<file path="src/logic/mmts_defines.vh">
// Purpose: Shared constants for the module management two-wire slave.
// Assumes: Included by its bare name from the slave design file.
// Notes: Byte addresses of the small management map are fixed here.
`ifndef MMTS_DEFINES_VH
`define MMTS_DEFINES_VH
`define MMTS_DEV_ADDR 7'h50
`define MMTS_MAP_BYTES 8'h40
`define MMTS_ADDR_STATUS 8'h02
`define MMTS_STATUS_DNR_BIT 0
`define MMTS_ADDR_FLAG_FIRST 8'h03
`define MMTS_ADDR_FLAG_LAST 8'h15
`define MMTS_ADDR_TEMP 8'h16
`define MMTS_ADDR_VCC 8'h1a
`define MMTS_ADDR_CHAN 8'h22
`define MMTS_SYNC_STAGES 2
`endif

</file>
<file path="src/logic/mmts_slave.v">
// Purpose: Two-wire management slave with diagnostics readout and attention line.
// Assumes: Host is the only master; bus clock is far slower than mclk.
// Notes: Pin synchronisers reset high, the idle level of the bus and of module select.
`timescale 1ns/1ns
`include "mmts_defines.vh"
module mmts_slave
#(
    parameter NCHAN = 4
)
(
    input wire mclk,
    input wire rst_b,
    input wire scl_in,
    input wire sda_in,
    output wire sda_out,
    output wire sda_oe,
    input wire module_select_n,
    output wire attention_out,
    output wire attention_oe,
    input wire [15:0] temp_val,
    input wire [15:0] vcc_val,
    input wire [NCHAN*16-1:0] bias_val,
    input wire [NCHAN*16-1:0] rxp_val,
    input wire [NCHAN*16-1:0] txp_val,
    input wire [NCHAN-1:0] chan_flag,
    input wire data_ready
);
localparam ST_IDLE = 6'h01;
localparam ST_ADDR = 6'h02;
localparam ST_ACK = 6'h04;
localparam ST_WR = 6'h08;
localparam ST_RD = 6'h10;
localparam ST_RACK = 6'h20;
localparam [7:0] MAP_BYTES = `MMTS_MAP_BYTES;
wire scl_s;
wire sda_s;
wire sel_s;
reg scl_d_r;
reg sda_d_r;
reg [5:0] st_r;
reg [3:0] bit_r;
reg [7:0] sh_r;
reg rw_r;
reg first_r;
reg [7:0] ptr_r;
reg drive_r;
reg ack_pend_r;
reg rd_stop_r;
reg dnr_seen_r;
reg flag_seen_r;
reg int_low_r;
reg [7:0] rbyte;
mmts_sync u_scl (.mclk(mclk), .rst_b(rst_b), .pin_in(scl_in), .pin_out(scl_s));
mmts_sync u_sda (.mclk(mclk), .rst_b(rst_b), .pin_in(sda_in), .pin_out(sda_s));
mmts_sync u_sel (.mclk(mclk), .rst_b(rst_b), .pin_in(module_select_n), .pin_out(sel_s));
// Channel offsets are worked out in 32 bits so that the parameter arithmetic loses nothing.
wire [31:0] chan_off = {24'h000000, ptr_r - `MMTS_ADDR_CHAN};
wire [31:0] bias_idx = chan_off >> 1;
wire [31:0] rxp_idx = (chan_off - NCHAN * 2) >> 1;
wire [31:0] txp_idx = (chan_off - NCHAN * 4) >> 1;
wire scl_rise = scl_s & ~scl_d_r;
wire scl_fall = ~scl_s & scl_d_r;
wire start_c = scl_s & scl_d_r & sda_d_r & ~sda_s;
wire stop_c = scl_s & scl_d_r & ~sda_d_r & sda_s;
// Picks a byte of a 16-bit big-endian value for one channel.
function [7:0] pick;
    input [NCHAN*16-1:0] vec;
    input [7:0] idx;
    input hi;
    reg [15:0] w;
    begin
        w = vec[idx*16 +: 16];
        pick = hi ? w[15:8] : w[7:0];
    end
endfunction
// Map: status at 2, channel flags at 3, temperature 22-23, supply 26-27,
// then per channel bias, receive power and transmit power, two bytes each.
always @*
begin
    rbyte = 8'h00;
    if (ptr_r == `MMTS_ADDR_STATUS)
        rbyte = {7'h00, ~data_ready};
    else if (ptr_r == `MMTS_ADDR_FLAG_FIRST)
        rbyte = {{(8-NCHAN){1'b0}}, chan_flag};
    else if (ptr_r == `MMTS_ADDR_TEMP)
        rbyte = temp_val[15:8];
    else if (ptr_r == `MMTS_ADDR_TEMP + 8'h01)
        rbyte = temp_val[7:0];
    else if (ptr_r == `MMTS_ADDR_VCC)
        rbyte = vcc_val[15:8];
    else if (ptr_r == `MMTS_ADDR_VCC + 8'h01)
        rbyte = vcc_val[7:0];
    else if (ptr_r >= `MMTS_ADDR_CHAN && ptr_r < `MMTS_ADDR_CHAN + NCHAN * 6)
    begin
        if (chan_off < NCHAN * 2)
            rbyte = pick(bias_val, bias_idx[7:0], ~ptr_r[0]);
        else if (chan_off < NCHAN * 4)
            rbyte = pick(rxp_val, rxp_idx[7:0], ~ptr_r[0]);
        else
            rbyte = pick(txp_val, txp_idx[7:0], ~ptr_r[0]);
    end
end
always @(posedge mclk or negedge rst_b)
begin
    if (!rst_b)
    begin
        scl_d_r <= 1'b1;
        sda_d_r <= 1'b1;
        st_r <= ST_IDLE;
        bit_r <= 4'h0;
        sh_r <= 8'h00;
        rw_r <= 1'b0;
        first_r <= 1'b0;
        ptr_r <= 8'h00;
        drive_r <= 1'b0;
        ack_pend_r <= 1'b0;
        rd_stop_r <= 1'b0;
        dnr_seen_r <= 1'b0;
        flag_seen_r <= 1'b0;
        int_low_r <= 1'b1;
    end
    else
    begin
        scl_d_r <= scl_s;
        sda_d_r <= sda_s;
        if (dnr_seen_r && flag_seen_r)
            int_low_r <= 1'b0;
        if (start_c && !sel_s)
        begin
            st_r <= ST_ADDR;
            bit_r <= 4'h0;
            drive_r <= 1'b0;
        end
        else if (stop_c || sel_s)
        begin
            st_r <= ST_IDLE;
            drive_r <= 1'b0;
        end
        else
        begin
            case (st_r)
                ST_IDLE:
                    drive_r <= 1'b0;
                ST_ADDR, ST_WR:
                    if (scl_rise)
                    begin
                        sh_r <= {sh_r[6:0], sda_s};
                        bit_r <= bit_r + 4'h1;
                    end
                    else if (scl_fall && bit_r == 4'h8)
                    begin
                        bit_r <= 4'h0;
                        if (st_r == ST_ADDR)
                        begin
                            if (sh_r[7:1] == `MMTS_DEV_ADDR)
                            begin
                                rw_r <= sh_r[0];
                                first_r <= 1'b1;
                                drive_r <= 1'b1;
                                st_r <= ST_ACK;
                            end
                            else
                                st_r <= ST_IDLE;
                        end
                        else
                        begin
                            if (first_r)
                                ptr_r <= sh_r;
                            else
                                ptr_r <= ptr_r + 8'h01;
                            first_r <= 1'b0;
                            drive_r <= 1'b1;
                            st_r <= ST_ACK;
                        end
                    end
                ST_ACK:
                    if (scl_fall)
                    begin
                        if (rw_r)
                        begin
                            sh_r <= rbyte;
                            drive_r <= ~rbyte[7];
                            bit_r <= 4'h1;
                            if (ptr_r == `MMTS_ADDR_STATUS && rbyte[`MMTS_STATUS_DNR_BIT] == 1'b0)
                                dnr_seen_r <= 1'b1;
                            if (ptr_r >= `MMTS_ADDR_FLAG_FIRST && ptr_r <= `MMTS_ADDR_FLAG_LAST)
                                flag_seen_r <= 1'b1;
                            st_r <= ST_RD;
                        end
                        else
                        begin
                            drive_r <= 1'b0;
                            st_r <= ST_WR;
                        end
                    end
                ST_RD:
                    if (scl_fall)
                    begin
                        if (bit_r == 4'h8)
                        begin
                            drive_r <= 1'b0;
                            ptr_r <= (ptr_r + 8'h01 >= MAP_BYTES) ? 8'h00 : ptr_r + 8'h01;
                            st_r <= ST_RACK;
                        end
                        else
                        begin
                            drive_r <= ~sh_r[7 - bit_r[2:0]];
                            bit_r <= bit_r + 4'h1;
                        end
                    end
                ST_RACK:
                    if (scl_rise)
                        rd_stop_r <= sda_s;
                    else if (scl_fall)
                    begin
                        if (rd_stop_r)
                            st_r <= ST_IDLE;
                        else
                        begin
                            sh_r <= rbyte;
                            drive_r <= ~rbyte[7];
                            bit_r <= 4'h1;
                            if (ptr_r >= `MMTS_ADDR_FLAG_FIRST && ptr_r <= `MMTS_ADDR_FLAG_LAST)
                                flag_seen_r <= 1'b1;
                            if (ptr_r == `MMTS_ADDR_STATUS && rbyte[0] == 1'b0)
                                dnr_seen_r <= 1'b1;
                            st_r <= ST_RD;
                        end
                    end
                default:
                    st_r <= ST_IDLE;
            endcase
        end
    end
end
// The line is only ever pulled low; the host pull-up supplies the high level.
assign sda_out = 1'b0;
assign sda_oe = drive_r;
assign attention_out = 1'b0;
assign attention_oe = int_low_r;
endmodule

</file>
<file path="src/logic/mmts_sync.v">
// Purpose: Two-flop synchroniser for one pin level.
// Assumes: Input is asynchronous to mclk.
// Notes: Only the second stage is visible to the caller; both stages reset to the idle high.
`timescale 1ns/1ns
module mmts_sync
(
    input wire mclk,
    input wire rst_b,
    input wire pin_in,
    output reg pin_out
);
reg meta_r;
always @(posedge mclk or negedge rst_b)
begin
    if (!rst_b)
    begin
        meta_r <= 1'b1;
        pin_out <= 1'b1;
    end
    else
    begin
        meta_r <= pin_in;
        pin_out <= meta_r;
    end
end
endmodule

</file>
<file path="config.mk">
export PLATFORM = sky130hd
export DESIGN_NAME = mmts_slave
export DESIGN_NICKNAME = d
export VERILOG_FILES = /design/src/logic/mmts_slave.v /design/src/logic/mmts_sync.v
export VERILOG_INCLUDE_DIRS = /design/src /design/src/logic
export SDC_FILE = /design/constraint.sdc
export NUM_CORES = 1
export LEC_CHECK = 0
export ABC_CLOCK_PERIOD_IN_PS = 4300
export BUFFER_PORTS_ARGS = -buffer_cell sky130_fd_sc_hd__buf_2
export CAP_MARGIN = 10
export CELL_PAD_IN_SITES_DETAIL_PLACEMENT = 1
export CELL_PAD_IN_SITES_GLOBAL_PLACEMENT = 2
export CORE_MARGIN = 3
export CORE_UTILIZATION = 26
export CTS_CLUSTER_DIAMETER = 150
export DETAILED_ROUTE_END_ITERATION = 6
export GPL_TIMING_DRIVEN = 0
export PLACE_DENSITY = 0.88
export SLEW_MARGIN = 20
export SYNTH_ARGS = -nofsm -noshare
export SYNTH_HDL_FRONTEND = slang
export SYNTH_SLANG_ARGS = --single-unit
</file>
<file path="constraint.sdc">
create_clock -name mclk -period 4.3 [get_ports mclk]
set_input_delay 0.645 -clock mclk [delete_from_list [all_inputs] [get_ports mclk]]
set_output_delay 0.645 -clock mclk [all_outputs]
set_load 0.05 [all_outputs]
</file>
Word level (Yosys, flattened, before mapping)
Cells that the tools add are included.
{"block": "word_totals", "output_inout_bits": 4, "word_cells": 206, "register_bits": 41}
{"block": "op_classes", "n_reduce_logical": 23, "bitwise_logic": 18, "addsub": 6, "n_eq_ne": 45, "magnitude_cmp": 8, "n_shift": 3, "n_mux": 84}
{"operator": "$mux W8", "count": 25}
{"operator": "$shiftx A64 B13 Y16", "count": 2}
{"operator": "$shiftx A64 B12 Y16", "count": 1}
{"operator": "$mux W6", "count": 10}
{"operator": "$mux W4", "count": 11}
{"operator": "$ne A4 B4 Y1 const B", "count": 9}
{"operator": "$eq A8 B5 Y1 const B", "count": 4}
{"operator": "$lt A32 B4 Y1 const B", "count": 1}
{"operator": "$pmux W6 S5", "count": 1}
{"operator": "$mux W1", "count": 27}
{"operator": "$ne A2 B2 Y1 const B", "count": 12}
{"operator": "$ne A3 B3 Y1 const B", "count": 8}
{"operator": "$pmux W8 S3", "count": 1}
{"operator": "$reduce_and A8 Y1", "count": 3}
{"operator": "$reduce_and A9 Y1", "count": 2}
{"operator": "$eq A8 B2 Y1 const B", "count": 2}
{"operator": "$pmux W4 S4", "count": 1}
{"operator": "$pmux W8 S2", "count": 1}
{"operator": "$not A1 Y1", "count": 11}
{"operator": "$mux W5", "count": 2}
{"operator": "$reduce_and A10 Y1", "count": 1}
{"operator": "$sub A8 B4 Y9 const B", "count": 1}
{"operator": "$sub A8 B5 Y9 const B", "count": 1}
{"operator": "$add A8 B1 Y8 const B", "count": 1}
{"operator": "36 further kinds", "count": 49}

Depth between registers and ports, before layout
Gate-level depths: netlist of run 1.
{"block": "depth", "ltp_word": 20, "depth_mapped": 15}

Modules after synthesis
A second synthesis of run 1 with hierarchy kept.
{"block": "unflattened", "hier_cells": 561, "hier_area_um2": 4832.1}
{"mod": "mmts_slave", "seq_area_each_um2": 880.8, "cells_each": 555, "instances": 1, "area_each_um2": 4674.5}
{"mod": "mmts_sync", "seq_area_each_um2": 52.6, "cells_each": 2, "instances": 3, "area_each_um2": 52.6}

Worst setup path after synthesis of run 1
No wires, ideal clock.
{"block": "synth_timing", "path_type": "reg-to-reg", "startpoint": "reg ptr_r[1]", "endpoint": "reg drive_r (netlist: sda_oe)", "stages_incl_launch_ff": 15, "path_buffers": 4, "path_slack_ns": 0.908, "t_required_ns": 4.180, "setup_ns": 0.120, "arrival_ns": 3.272, "cell_sequence": "dfrtp_1 > clkbuf_1 > buf_2 > clkinv_1 > buf_1 > ha_1 > clkbuf_1 > nand2b_1 > and2_1 > ha_1 > nor2b_1 > o21ai_1 > o32a_1 > o31a_1 > a31o_1"}
{"block": "synth_via", "elab_chain_cells": 20, "elab_cells_between_ends": 38}
{"item": "from (decl)", "line": "mmts_slave.v:45", "source": "reg [7:0] ptr_r;"}
{"item": "from (signal assigned)", "line": "mmts_slave.v:168", "source": "ptr_r <= sh_r;"}
{"item": "from (signal assigned)", "line": "mmts_slave.v:170", "source": "ptr_r <= ptr_r + 8'h01;"}
{"item": "from (signal assigned)", "line": "mmts_slave.v:202", "source": "ptr_r <= (ptr_r + 8'h01 >= MAP_BYTES) ? 8'h00 : ptr_r + 8'h01;"}
{"item": "$sub A8 B6 Y8 (no line)"}
{"item": "$sub A8 B5 Y9 or $sub A8 B4 Y9 (tied branches)", "line": "mmts_slave.v:60, mmts_slave.v:59"}
{"item": "$shiftx A64 B13 Y16", "line": "mmts_slave.v:72", "source": "w = vec[idx*16 +: 16];"}
{"item": "$mux W8", "line": "mmts_slave.v:73", "source": "pick = hi ? w[15:8] : w[7:0];"}
{"item": "$mux W8", "line": "mmts_slave.v:97", "source": "else if (chan_off < NCHAN * 4)"}
{"item": "$mux W8", "line": "mmts_slave.v:95", "source": "if (chan_off < NCHAN * 2)"}
{"item": "$mux W8", "line": "mmts_slave.v:93", "source": "else if (ptr_r >= `MMTS_ADDR_CHAN && ptr_r < `MMTS_ADDR_CHAN + NCHAN * 6)"}
{"item": "$mux W8", "line": "mmts_slave.v:91", "source": "else if (ptr_r == `MMTS_ADDR_VCC + 8'h01)"}
{"item": "[4 not listed]"}
{"item": "$mux W8 (*)", "line": "mmts_slave.v:81", "source": "if (ptr_r == `MMTS_ADDR_STATUS)"}
{"item": "$not A1 Y1 (*)", "line": "mmts_slave.v:182, mmts_slave.v:221"}
{"item": "$mux W1", "line": "mmts_slave.v:216", "source": "if (rd_stop_r)"}
{"item": "$mux W1", "line": "mmts_slave.v:214", "source": "else if (scl_fall)"}
{"item": "$mux W1", "line": "mmts_slave.v:212", "source": "if (scl_rise)"}
{"item": "$pmux W1 S5 (*)", "line": "mmts_slave.v:141", "source": "case (st_r)"}
{"item": "$mux W1 (*)", "line": "mmts_slave.v:134", "source": "else if (stop_c || sel_s)"}
{"item": "$mux W1 (*)", "line": "mmts_slave.v:128", "source": "if (start_c && !sel_s)"}
{"item": "to (signal assigned)", "line": "mmts_slave.v:182", "source": "drive_r <= ~rbyte[7];"}
{"item": "to (signal assigned)", "line": "mmts_slave.v:207", "source": "drive_r <= ~sh_r[7 - bit_r[2:0]];"}
{"item": "to (signal assigned)", "line": "mmts_slave.v:221", "source": "drive_r <= ~rbyte[7];"}
{"item": "to (decl)", "line": "mmts_slave.v:46", "source": "reg drive_r;"}
Every way passes the cells marked *; elsewhere a longest branch is shown, timed or not. The select of a mux whose other input is x is not followed.
A chain may end at the register's enable or synchronous reset.

Worst setup path after layout of run 1
{"block": "layout_timing", "startpoint": "reg ptr_r[1]", "endpoint": "reg sh_r[6]"}
{"block": "layout_via", "elab_chain_cells": 17, "elab_cells_between_ends": 35}
{"item": "$sub A8 B6 Y8 (no line)"}
{"item": "$sub A8 B5 Y9 or $sub A8 B4 Y9 (tied branches)", "line": "mmts_slave.v:60, mmts_slave.v:59"}
{"item": "$shiftx A64 B13 Y16", "line": "mmts_slave.v:72"}
{"item": "$mux W8", "line": "mmts_slave.v:73"}
{"item": "$mux W8", "line": "mmts_slave.v:97"}
{"item": "$mux W8", "line": "mmts_slave.v:95"}
{"item": "$mux W8", "line": "mmts_slave.v:93"}
{"item": "$mux W8", "line": "mmts_slave.v:91"}
{"item": "$mux W8", "line": "mmts_slave.v:89", "source": "else if (ptr_r == `MMTS_ADDR_VCC)"}
{"item": "$mux W8", "line": "mmts_slave.v:87", "source": "else if (ptr_r == `MMTS_ADDR_TEMP + 8'h01)"}
{"item": "$mux W8", "line": "mmts_slave.v:85", "source": "else if (ptr_r == `MMTS_ADDR_TEMP)"}
{"item": "$mux W8", "line": "mmts_slave.v:83", "source": "else if (ptr_r == `MMTS_ADDR_FLAG_FIRST)"}
{"item": "$mux W8 (*)", "line": "mmts_slave.v:81"}
{"item": "$mux W8", "line": "mmts_slave.v:216"}
{"item": "$mux W8", "line": "mmts_slave.v:214"}
{"item": "$mux W8", "line": "mmts_slave.v:212"}
{"item": "$pmux W8 S3 (*)", "line": "mmts_slave.v:141"}
{"item": "to (signal assigned)", "line": "mmts_slave.v:147", "source": "sh_r <= {sh_r[6:0], sda_s};"}
{"item": "to (signal assigned)", "line": "mmts_slave.v:181", "source": "sh_r <= rbyte;"}
{"item": "to (signal assigned)", "line": "mmts_slave.v:220", "source": "sh_r <= rbyte;"}
{"item": "to (decl)", "line": "mmts_slave.v:42", "source": "reg [7:0] sh_r;"}
Marked as above.

==> results by group, run 1 <==
Synthesis
  – Synth Area in Compound Gates: 0.235
  – Simple-gate area share of the yosys netlist: 0.190
  – Asr flop ratio synth: 1.00
  – Flops & latches, synth: 41
  – Register area share after synthesis: 0.213
  – Main flop type after synthesis: dfrtp_1
  – Yosys warns: 0
  – EDFF count, synth: 0
  – Largest family of logic cells by synthesized area: multiplexers
  – XOR/XNOR share of the synthesized area: 0.0108
  – Synth unique cells: 80
  – Post-Synth Adder-Cell Area: 0.0257
  – Syn_area_per_cell: 9.02 um^2
  – Synth Cell Area: 0.00487 mm^2
  – Mux cell area share after synthesis: 0.267
  – Post-synthesis cell count: 540

Die
  – Die width: 143 um
  – Row cnt: 49
  – Core area: 0.0182 mm^2
  – # IOs: 238
  – Die area: 0.0204 mm^2
  – Starting density of the core: 0.267
  – Die Span Y: 143 um

Timing
  – Slew @ Worst Pin: 1100 ps
  – Fmax: 0.252 GHz
  – Worst setup margin: 324 ps
  – Fin. Hold Viols: 0
  – Setup violations, final: 0
  – Min Tclk post-route: 3980 ps
  – Setup tns final: 0 ps
  – Setup Skew: 9.73 ps
  – Slew margin rel.: 0.260
  – Period utilization: 0.925
  – Final Max Tran Viols: 0
  – RSZ-0062 raised after global routing: false

Critical path
  – Crit path max fanout: 12
  – Worst setup SP type: register
  – Critical path's top delay family: buffers and inverters
  – Most used cell, CP: buf_2
  – Crit end category: register
  – CP max stage cell: a2111oi_0
  – WP data arrival: 4140 ps
  – CP bufs+invs: 7
  – Critical path, cell by cell: clkbuf_2, buf_2, clkinvlp_4, buf_2, ha_1, buf_2, buf_2, buf_2, mux4_2, nand2_1, nand2_1, a2111oi_0, o21bai_1
  – CP Class: reg2reg
  – WP data required: 4460 ps
  – Max incr delay on CP: 480 ps

Run status
  – Status: finished clean

CTS
  – Root Buffer: clkbuf_16
  – Number of hold buffers added after CTS: 0
  – PostCTS Resize Cnt: 4
  – CTS tree: built
  – Post-CTS Repair Setup Buffers: 0
  – Number of H-tree levels: 2
  – TritonCTS Buffers: 5
  – Clock buffer depth: 2
  – Worst-path clk slew: 70 ps
  – CTS sink cnt: 41
  – Clk_lat worst skew: 290 ps

Routing
  – Drt drc: 0
  – DR vias: 5650
  – Iter 0 DRT Violations: 242
  – DR vias/cell: 5.57
  – Final wirelength: 22300 um
  – Antenna viol nets, final: 0
  – Pre-antenna DRT Iters: 4
  – Drt wl/cell: 22.0 um

Global routing
  – Total gr overflow: 0
  – Initial antenna violation count: 2
  – Pin count of the biggest net entering global routing: 42
  – Vias in the first global route: 5915
  – Gr usage total: 0.215
  – First-pass GRT wire length: 34000 um

Cells and area
  – Final core utilization: 0.359
  – Share of cells above drive strength 1: 0.450
  – # nets final: 1027
  – Design area: 0.00654 mm^2
  – Area growth, synth to finish: 34.4%
  – Most frequent cells in the layout: buf_2, nand2_1, nor2_1, mux4_2, dfrtp_1
  – Most common cell after layout, fill and taps aside: buf_2

Placed design
  – Port bufs: 235
  – GPL Wtd Cong: 0.866
  – Place WS: -339 ps
  – DP Area: 0.00633 mm^2
  – DP HPWL: 18600 um

Power and ir drop
  – Lkg Pwr: 2.87 nW
  – Pwr Density: 177 mW/mm^2
  – Worst VDD drop: 169 uV

Flow run
  – Max Cap Viol: 0

Worst hold path
  – Hold Crit Class: reg2reg
[state kept, by name (all words and copies together), names as in the netlist, 4 cells and up]
name,flops
ptr_r,8
st_r,6
sh_r,8
bit_r,4
[where the power goes]
part           internal, W  switching [W]
sequential        0.000402      0.0000206
clock             0.000332       0.000162
combinational     0.000140       0.000100
[synthesized netlist by cell type, types with 3 or more instances]
| library cell | number | area share |
|---|---|---|
| nand2_1 | 48 | 0.037 |
| mux4_2 | 36 | 0.17 |
| nor2_1 | 36 | 0.028 |
| dfrtp_1 | 31 | 0.16 |
| a21oi_1 | 29 | 0.030 |
| mux2i_1 | 28 | 0.058 |
| nand3_1 | 23 | 0.024 |
| o21ai_0 | 22 | 0.023 |
| buf_2 | 18 | 0.019 |
| clkbuf_1 | 18 | 0.014 |
| mux2_2 | 17 | 0.039 |
| inv_1 | 15 | 0.012 |
| nor3_1 | 13 | 0.013 |
| a22oi_1 | 11 | 0.017 |
| dfstp_2 | 10 | 0.054 |
| ha_1 | 10 | 0.026 |
| o221ai_1 | 10 | 0.018 |
| and3_1 | 9 | 0.012 |
| nor2b_1 | 8 | 0.010 |
| o21ai_1 | 8 | 0.0082 |
| o22ai_1 | 8 | 0.010 |
| a31oi_1 | 7 | 0.0090 |
| a32oi_1 | 6 | 0.011 |
| o211ai_1 | 6 | 0.0093 |
| a211oi_1 | 5 | 0.0077 |
| nand4_1 | 5 | 0.0064 |
| o31ai_1 | 5 | 0.0077 |
| a31o_2 | 4 | 0.0072 |
| buf_1 | 4 | 0.0031 |
| nand2b_1 | 4 | 0.0051 |
| o311ai_0 | 4 | 0.0072 |
| a2111oi_0 | 3 | 0.0054 |
| and4_1 | 3 | 0.0054 |
| buf_4 | 3 | 0.0046 |
| nor4_1 | 3 | 0.0039 |
| o21a_1 | 3 | 0.0046 |
| or2_2 | 3 | 0.0039 |
| or3_1 | 3 | 0.0039 |
| xnor2_1 | 3 | 0.0054 |
| xor2_1 | 3 | 0.0054 |
[layout make-up]
cell class,instances,area [um^2]
Fill cell,2216,11700
Tap cell,229,287
Timing Repair Buffer,235,1180
Sequential cell,41,1040
Clock inverter,3,65.1
Clock buffer,5,125
Buffer,45,221
Multi-Input combinational cell,438,3560
Antenna cell,2,5.00
Inverter,17,67.6
[cell families (layout without fill, tap and decap cells)]
group                    after synthesis  count (layout)
AND/OR/NAND/NOR                      177             177
AO/OA/AOI/OAI                        161             161
multiplexers                          82              82
buffers and inverters                 62             305
flip-flops                            41              41
adder cells (fa/ha/maj)               10              10
XOR/XNOR                               6               6
other                                  1               4
[path summary, 6_finish.rpt]
kind,startpoint,endpoint,slack (ps),cells after the start
worst max register to register,ptr_r[1]$_DFFE_PN0P_,sh_r[6]$_DFFE_PN0P_,320,13
worst max-delay path,ptr_r[1]$_DFFE_PN0P_,sh_r[6]$_DFFE_PN0P_,320,13
min in group asynchronous,rst_b,st_r[3]$_DFFE_PN0P_,500,1
worst min-delay path,u_sda.meta_r$_DFF_PN1_,u_sda.pin_out$_DFF_PN1_,360,0
worst min register to register,u_sda.meta_r$_DFF_PN1_,u_sda.pin_out$_DFF_PN1_,360,0
max in group asynchronous,rst_b,st_r[5]$_DFFE_PN0P_,3210,1
[worst reg2reg max path: stages, from the launching register on]
cell and delay [ps]:
dfrtp_1 440, clkbuf_2 270, buf_2 310, clkinvlp_4 240, buf_2 290, ha_1 320, buf_2 230, buf_2 300
buf_2 340, mux4_2 360, nand2_1 90, nand2_1 80, a2111oi_0 480, o21bai_1 130
[metrics by stage]
stage	instances	total power, W	hold WS [ps]
6_report	1015	0.00116	356
5_1_grt	1015	0.00120	361
4_1_cts	1013	0.00116	355
3_5_place_dp	1005	0.000668	347
3_3_place_gp	1005	0.000660	346
2_1_floorplan	541	0.000522	345
[metal layers]
| layer | vias to the layer above | wire [um] | track usage |
|---|---|---|---|
| met5 | - | 0 | 0 |
| met4 | 0 | 351 | 0.0485 |
| met3 | 25 | 1130 | 0.0345 |
| met2 | 187 | 11100 | 0.361 |
| met1 | 2810 | 9700 | 0.291 |
| li1 | 2628 | - | - |
Note: power is estimated with default switching activity, not from simulation.
==> run 2: changes to the inputs <==
Settings changed: RECOVER_POWER set to 100.
==> run 2 against run 1 <==
The flow now finishes with violations (capacitance limit, slew limit). Sequential share of layout area increased by 0.073 points. Fmax decreased by 0.30%. Critical path depth unchanged. Sequential power about the same. Critical path type unchanged. Largest cell class unchanged. Highest routed layer unchanged.
==> results by group, run 2 (synthesis results as in run 1) <==
Timing
  – Setup violations, final: 0 (unchanged)
  – RSZ-0062 raised after global routing: false (unchanged)
  – Slew @ Worst Pin: 2270 ps (was 1100 ps)
  – Final Max Tran Viols: 42 (was 0)
  – Setup Skew: 9.45 ps (was 9.73 ps)
  – Slew margin rel.: -0.514 (was 0.260)
  – Setup tns final: 0 ps (unchanged)
  – Fin. Hold Viols: 0 (unchanged)
  – Period utilization: 0.927 (was 0.925)
  – Min Tclk post-route: 3990 ps (was 3980 ps)
  – Fmax: 0.251 GHz (was 0.252 GHz)

Power and ir drop
  – Worst VDD drop: 169 uV (about the same)
  – Lkg Pwr: 2.83 nW (was 2.87 nW)
  – Pwr Density: 177 mW/mm^2 (about the same)

Critical path
  – Crit end category: register (unchanged)
  – WP data arrival: 4150 ps (was 4140 ps)
  – WP data required: 4460 ps (about the same)
  – Reg2Reg Launch Point: ptr_r[1]$_DFFE_PN0P_ (unchanged)
  – Worst r2r path cells: 13 (unchanged)
  – R2R Path End: sh_r[6]$_DFFE_PN0P_ (unchanged)
  – Crit path max fanout: 12 (unchanged)
  – CP Class: reg2reg (unchanged)
  – Reg2reg setup slack: 310 ps (was 320 ps)
  – Worst setup SP type: register (unchanged)

Routing
  – Final wirelength: 22300 um (about the same)
  – Iter 0 DRT Violations: 249 (was 242)
  – DR vias/cell: 5.60 (was 5.57)
  – Antenna viol nets, final: 0 (unchanged)
  – Drt wl/cell: 22.0 um (about the same)
  – Drt drc: 0 (unchanged)
  – DR vias: 5679 (was 5650)
  – Pre-antenna DRT Iters: 4 (unchanged)

Global routing
  – First-pass GRT wire length: 34000 um (unchanged)
  – Vias in the first global route: 5915 (unchanged)
  – Total gr overflow: 0 (unchanged)
  – Gr usage total: 0.215 (unchanged)
  – Pin count of the biggest net entering global routing: 42 (unchanged)
  – Initial antenna violation count: 2 (unchanged)

Die
  – Starting density of the core: 0.267 (unchanged)
  – Core area: 0.0182 mm^2 (unchanged)
  – Die width: 143 um (unchanged)
  – Die area: 0.0204 mm^2 (unchanged)
  – # IOs: 238 (unchanged)
  – Die Span Y: 143 um (unchanged)
  – Row cnt: 49 (unchanged)

Cells and area
  – Most common cell after layout, fill and taps aside: buf_2 (unchanged)
  – Regs by FF count: ptr_r (8), sh_r (8), st_r (6) (unchanged)
  – Final std cells w/o fill: 1015 (unchanged)
  – Area growth, synth to finish: 33.8% (was 34.4%)
  – Most frequent cells in the layout: buf_2, nand2_1, nor2_1, mux4_2, dfrtp_1 (unchanged)
  – Share of cells above drive strength 1: 0.436 (was 0.450)
  – # nets final: 1027 (unchanged)

Placed design
  – DP HPWL: 18600 um (unchanged)
  – Port bufs: 235 (unchanged)
  – Placed Cells: 1005 (unchanged)
  – GPL Wtd Cong: 0.866 (unchanged)

CTS
  – Root Buffer: clkbuf_16 (unchanged)
  – CTS sink cnt: 41 (unchanged)
  – Number of hold buffers added after CTS: 0 (unchanged)
  – CTS tree: built (unchanged)
  – Number of H-tree levels: 2 (unchanged)
  – TritonCTS Buffers: 5 (unchanged)
  – Clock buffer depth: 2 (unchanged)
  – Clk_lat worst skew: 290 ps (about the same)
  – Post-CTS Repair Setup Buffers: 0 (unchanged)
  – Worst-path clk slew: 70 ps (about the same)

Worst hold path
  – Hold_sp: u_sda.meta_r$_DFF_PN1_ (unchanged)
  – Hold Crit Class: reg2reg (unchanged)
  – Hold Crit Depth: 0 (unchanged)
  – Hold endpoint: u_sda.pin_out$_DFF_PN1_ (unchanged)

Run status
  – Status: finished, violations left (was finished clean)
  – Failing checks: capacitance limit, slew limit

Flow run
  – Max Cap Viol: 1 (was 0)
## run 2: changes by cell type in the layout (fill, tap and decap cells not counted), moves of 2 or more
cell | previous run | this run
buf_2 | 254 | 246
clkbuf_1 | 16 | 22
clkbuf_2 | 2 | 5
and2_0 | 0 | 2
and2_1 | 2 | 0
dfstp_1 | 0 | 2
dfstp_2 | 10 | 8
## run 2: worst max-delay path by stage
| stage | slack [ps] | depth (start not counted) | endpoint | from |
|---|---|---|---|---|
| 3_3_place_gp | -240 | 12 | sh_r[3]$_DFFE_PN0P_ | ptr_r[1]$_DFFE_PN0P_ |
| 2_1_floorplan | 910 | 14 | sda_oe$_DFFE_PN0P_ | ptr_r[1]$_DFFE_PN0P_ |
| 4_1_cts | 100 | 15 | sh_r[0]$_DFFE_PN0P_ | ptr_r[1]$_DFFE_PN0P_ |
| 6_report | 310 | 13 | sh_r[6]$_DFFE_PN0P_ | ptr_r[1]$_DFFE_PN0P_ |
| 5_1_grt | 20 | 14 | sh_r[7]$_DFFE_PN0P_ | ptr_r[1]$_DFFE_PN0P_ |
| 3_5_place_dp | -340 | 12 | sh_r[2]$_DFFE_PN0P_ | ptr_r[1]$_DFFE_PN0P_ |
## run 2: what timing repair did
item,in CTS,in global routing
pin swaps,0,0
resized for setup,4,8
endpoints found under the setup margin,9,8
cloned,0,0
## run 2: layer usage
metal | share of wire | track usage
met1 | 0.43 | 0.291
met2 | 0.50 | 0.361
met3 | 0.053 | 0.0345
met4 | 0.016 | 0.0485
met5 | 0 | 0
## run 2: area by class of cell
| cell class | count | area (um^2) |
|---|---|---|
| diodes | 2 | 5.00 |
| fillers | 2218 | 11700 |
| repair buffers | 235 | 1170 |
| multi-input cells | 438 | 3540 |
| well taps | 229 | 287 |
| clock buffers | 5 | 125 |
| inverters | 17 | 67.6 |
| flip-flops and latches | 41 | 1040 |
| plain buffers | 45 | 211 |
| clock inverters | 3 | 65.1 |
## run 2: worst max-delay path, cell delays in order, from the launching register on
cell and delay [ps]:
dfrtp_1 430, clkbuf_2 260, buf_2 300, clkinvlp_4 230
buf_2 290, ha_1 320, buf_2 230, clkbuf_2 310
buf_2 350, mux4_2 360, nand2_1 90, nand2_1 70
a2111oi_0 470, o21bai_1 130
## run 2: power by group
group	switching [W]	total, W	internal, W
registers	0.0000208	0.000422	0.000401
logic	0.000100	0.000238	0.000138
clock network	0.000161	0.000493	0.000332
total	0.000282	0.00115	0.000871
## run 2: per-stage QoR
step | utilization | total power (W) | instance area (um^2) | setup slack, ps | hold slack, ps
after floorplan | - | 0.000522 | 4870 | 908 | 345
after global placement | 0.348 | 0.000660 | 6330 | -241 | 346
after CTS | 0.359 | 0.00116 | 6530 | 101 | 355
after global routing | 0.358 | 0.00120 | 6510 | 19.6 | 366
final | 0.358 | 0.00115 | 6510 | 312 | 361
after detailed placement | 0.348 | 0.000668 | 6330 | -339 | 347
==> run 3: changes to the inputs <==
Settings changed: BUFFER_PORTS_ARGS -buffer_cell sky130_fd_sc_hd__buf_2 to -buffer_cell sky130_fd_sc_hd__buf_4.
==> run 3 against run 2 <==
The run still ends with capacitance limit, slew limit left. Clock power decreased by 13%. Power decreased by 0.84%. Critical path depth increased by 1. Hold slack got worse by 6.0 ps.
==> results by group, run 3 (synthesis results as in run 1) <==
CTS
  – Number of H-tree levels: 2 (unchanged)
  – Number of hold buffers added after CTS: 0 (unchanged)
  – Root Buffer: clkbuf_16 (unchanged)
  – Clk_lat worst skew: 280 ps (was 290 ps)
  – Worst-path clk slew: 60 ps (was 70 ps)
  – Post-CTS Repair Setup Buffers: 0 (unchanged)
  – CTS sink cnt: 41 (unchanged)
  – TritonCTS Buffers: 5 (unchanged)
  – Clock buffer depth: 2 (unchanged)
  – CTS tree: built (unchanged)

Cells and area
  – # diodes: 0 (was 2)
  – Final std cells w/o fill: 1013 (was 1015)
  – # nets final: 1027 (unchanged)
  – Design area: 0.00707 mm^2 (was 0.00651 mm^2)
  – Most common cell after layout, fill and taps aside: buf_4 (was buf_2)
  – Regs by FF count: ptr_r (8), sh_r (8), st_r (6) (unchanged)
  – Area growth, synth to finish: 45.2% (was 33.8%)
  – Filler cells: 2159 (was 2218)
  – Most frequent cells in the layout: buf_4, nand2_1, nor2_1, mux4_2, dfrtp_1 (was buf_2, nand2_1, nor2_1, mux4_2, dfrtp_1)
  – Multi-input logic area: 0.00355 mm^2 (was 0.00354 mm^2)
  – Sequential Area: 0.00104 mm^2 (unchanged)
  – Share of cells above drive strength 1: 0.434 (was 0.436)

Routing
  – Drt drc: 0 (unchanged)
  – Pre-antenna DRT Iters: 4 (unchanged)
  – Drt wl/cell: 22.4 um (was 22.0 um)
  – Antenna viol nets, final: 0 (unchanged)
  – Final wirelength: 22700 um (was 22300 um)
  – DR vias: 5608 (was 5679)
  – Iter 0 DRT Violations: 326 (was 249)
  – DR vias/cell: 5.54 (was 5.60)

Placed design
  – DP HPWL: 19200 um (was 18600 um)
  – Placed Cells: 1005 (unchanged)
  – DP Area: 0.00692 mm^2 (was 0.00633 mm^2)
  – GPL Wtd Cong: 0.879 (was 0.866)
  – Place WS: -357 ps (was -339 ps)
  – Port bufs: 235 (unchanged)

Die
  – # IOs: 238 (unchanged)
  – Row cnt: 49 (unchanged)
  – Die Span Y: 143 um (unchanged)
  – Starting density of the core: 0.267 (unchanged)
  – Die area: 0.0204 mm^2 (unchanged)
  – Core area: 0.0182 mm^2 (unchanged)
  – Die width: 143 um (unchanged)

Critical path
  – CP Class: reg2reg (unchanged)
  – WP data arrival: 4170 ps (was 4150 ps)
  – Worst r2r path cells: 14 (was 13)
  – Critical path origin: ptr_r[1]$_DFFE_PN0P_ (unchanged)
  – R2R Path End: sh_r[0]$_DFFE_PN0P_ (was sh_r[6]$_DFFE_PN0P_)
  – Reg2reg setup slack: 340 ps (was 310 ps)
  – Setup crit end: sh_r[0]$_DFFE_PN0P_ (was sh_r[6]$_DFFE_PN0P_)
  – Crit path max fanout: 12 (unchanged)
  – WP data required: 4510 ps (was 4460 ps)
  – Crit end category: register (unchanged)
  – Worst setup SP type: register (unchanged)
  – Reg2Reg Launch Point: ptr_r[1]$_DFFE_PN0P_ (unchanged)

Run status
  – Status: finished, violations left (unchanged)
  – Failing checks: capacitance limit, slew limit (unchanged)

Timing
  – Fmax: 0.252 GHz (was 0.251 GHz)
  – Setup tns final: 0 ps (unchanged)
  – Fin. Hold Viols: 0 (unchanged)
  – Min Tclk post-route: 3960 ps (was 3990 ps)
  – Final Max Tran Viols: 42 (unchanged)
  – Setup violations, final: 0 (unchanged)
  – Setup Skew: 7.68 ps (was 9.45 ps)
  – Slew @ Worst Pin: 2300 ps (was 2270 ps)
  – Worst setup margin: 338 ps (was 312 ps)
  – Period utilization: 0.921 (was 0.927)
  – RSZ-0062 raised after global routing: false (unchanged)
  – Slew margin rel.: -0.534 (was -0.514)

Power and ir drop
  – Worst VDD drop: 128 uV (was 169 uV)
  – Lkg Pwr: 3.02 nW (was 2.83 nW)
  – Pwr Density: 162 mW/mm^2 (was 177 mW/mm^2)

Global routing
  – Gr usage total: 0.219 (was 0.215)
  – Vias in the first global route: 5897 (was 5915)
  – First-pass GRT wire length: 34900 um (was 34000 um)
  – Pin count of the biggest net entering global routing: 42 (unchanged)
  – Total gr overflow: 0 (unchanged)
  – Initial antenna violation count: 0 (was 2)

Flow run
  – Max Cap Viol: 1 (unchanged)

Worst hold path
  – Hold Crit Class: reg2reg (unchanged)
run 3: cell types whose count changed in the layout (fill, tap and decap cells not counted), sizes merged:
cell	previous run	this run
clkbuf	32	35
bufinv	2	1
diode	2	0
buf	253	251
clkinv	1	2
clkinvlp	1	0
run 3: area by class of cell:
| class | count | share of cell area |
|---|---|---|
| buffer | 45 | 0.0303 |
| multi-input combinational | 438 | 0.502 |
| tap | 229 | 0.0405 |
| clock inverter | 2 | 0.00549 |
| timing repair buffer | 235 | 0.248 |
| sequential | 41 | 0.147 |
| clock buffer | 6 | 0.0182 |
| inverter | 17 | 0.00903 |
run 3: worst max-delay path: stages, from the launching register on:
cell	delay, ps
dfrtp_1	430
clkbuf_2	260
buf_2	260
clkinv_1	250
buf_2	330
ha_1	330
buf_2	210
buf_2	300
clkbuf_4	310
mux2i_1	100
a22oi_1	250
o221ai_1	170
o21ai_0	260
o311ai_1	230
o21ai_1	170
run 3: timing repair:
action | in CTS | in global routing
cloned | 0 | 0
gates resized for setup | 5 | 10
setup endpoints to repair | 9 | 9
run 3: power breakdown:
group	total, W	switching, W	internal, W
Combinational	0.000292	0.0000973	0.000195
Sequential	0.000422	0.0000210	0.000401
Clock	0.000428	0.000153	0.000275
run 3: per-stage QoR:
stage	hold WS, ps	util	total power (W)
after global placement	345	0.380	0.000718
after global routing	362	0.388	0.00120
after CTS	355	0.390	0.00115
after floorplan	345	-	0.000522
after detailed placement	347	0.380	0.000724
final	355	0.388	0.00114
run 3: layer usage:
layer,part of all wire,vias up,global-route usage
met1,0.43,2788,0.299
met2,0.50,187,0.377
met5,0,-,0
li1,-,2609,-
met3,0.056,24,0.0332
met4,0.016,0,0.0340
run 3: worst min-delay path by stage:
stage | start | endpoint | slack, ps | cells past startpoint
floorplan | rst_b | bit_r[0]$_DFFE_PN0P_ | 350 | 0
detailed placement | u_sel.meta_r$_DFF_PN1_ | u_sel.pin_out$_DFF_PN1_ | 350 | 0
finish | u_sel.meta_r$_DFF_PN1_ | u_sel.pin_out$_DFF_PN1_ | 350 | 0
global route | u_sel.meta_r$_DFF_PN1_ | u_sel.pin_out$_DFF_PN1_ | 360 | 0
global placement | u_sel.meta_r$_DFF_PN1_ | u_sel.pin_out$_DFF_PN1_ | 350 | 0
CTS | u_sel.meta_r$_DFF_PN1_ | u_sel.pin_out$_DFF_PN1_ | 360 | 0
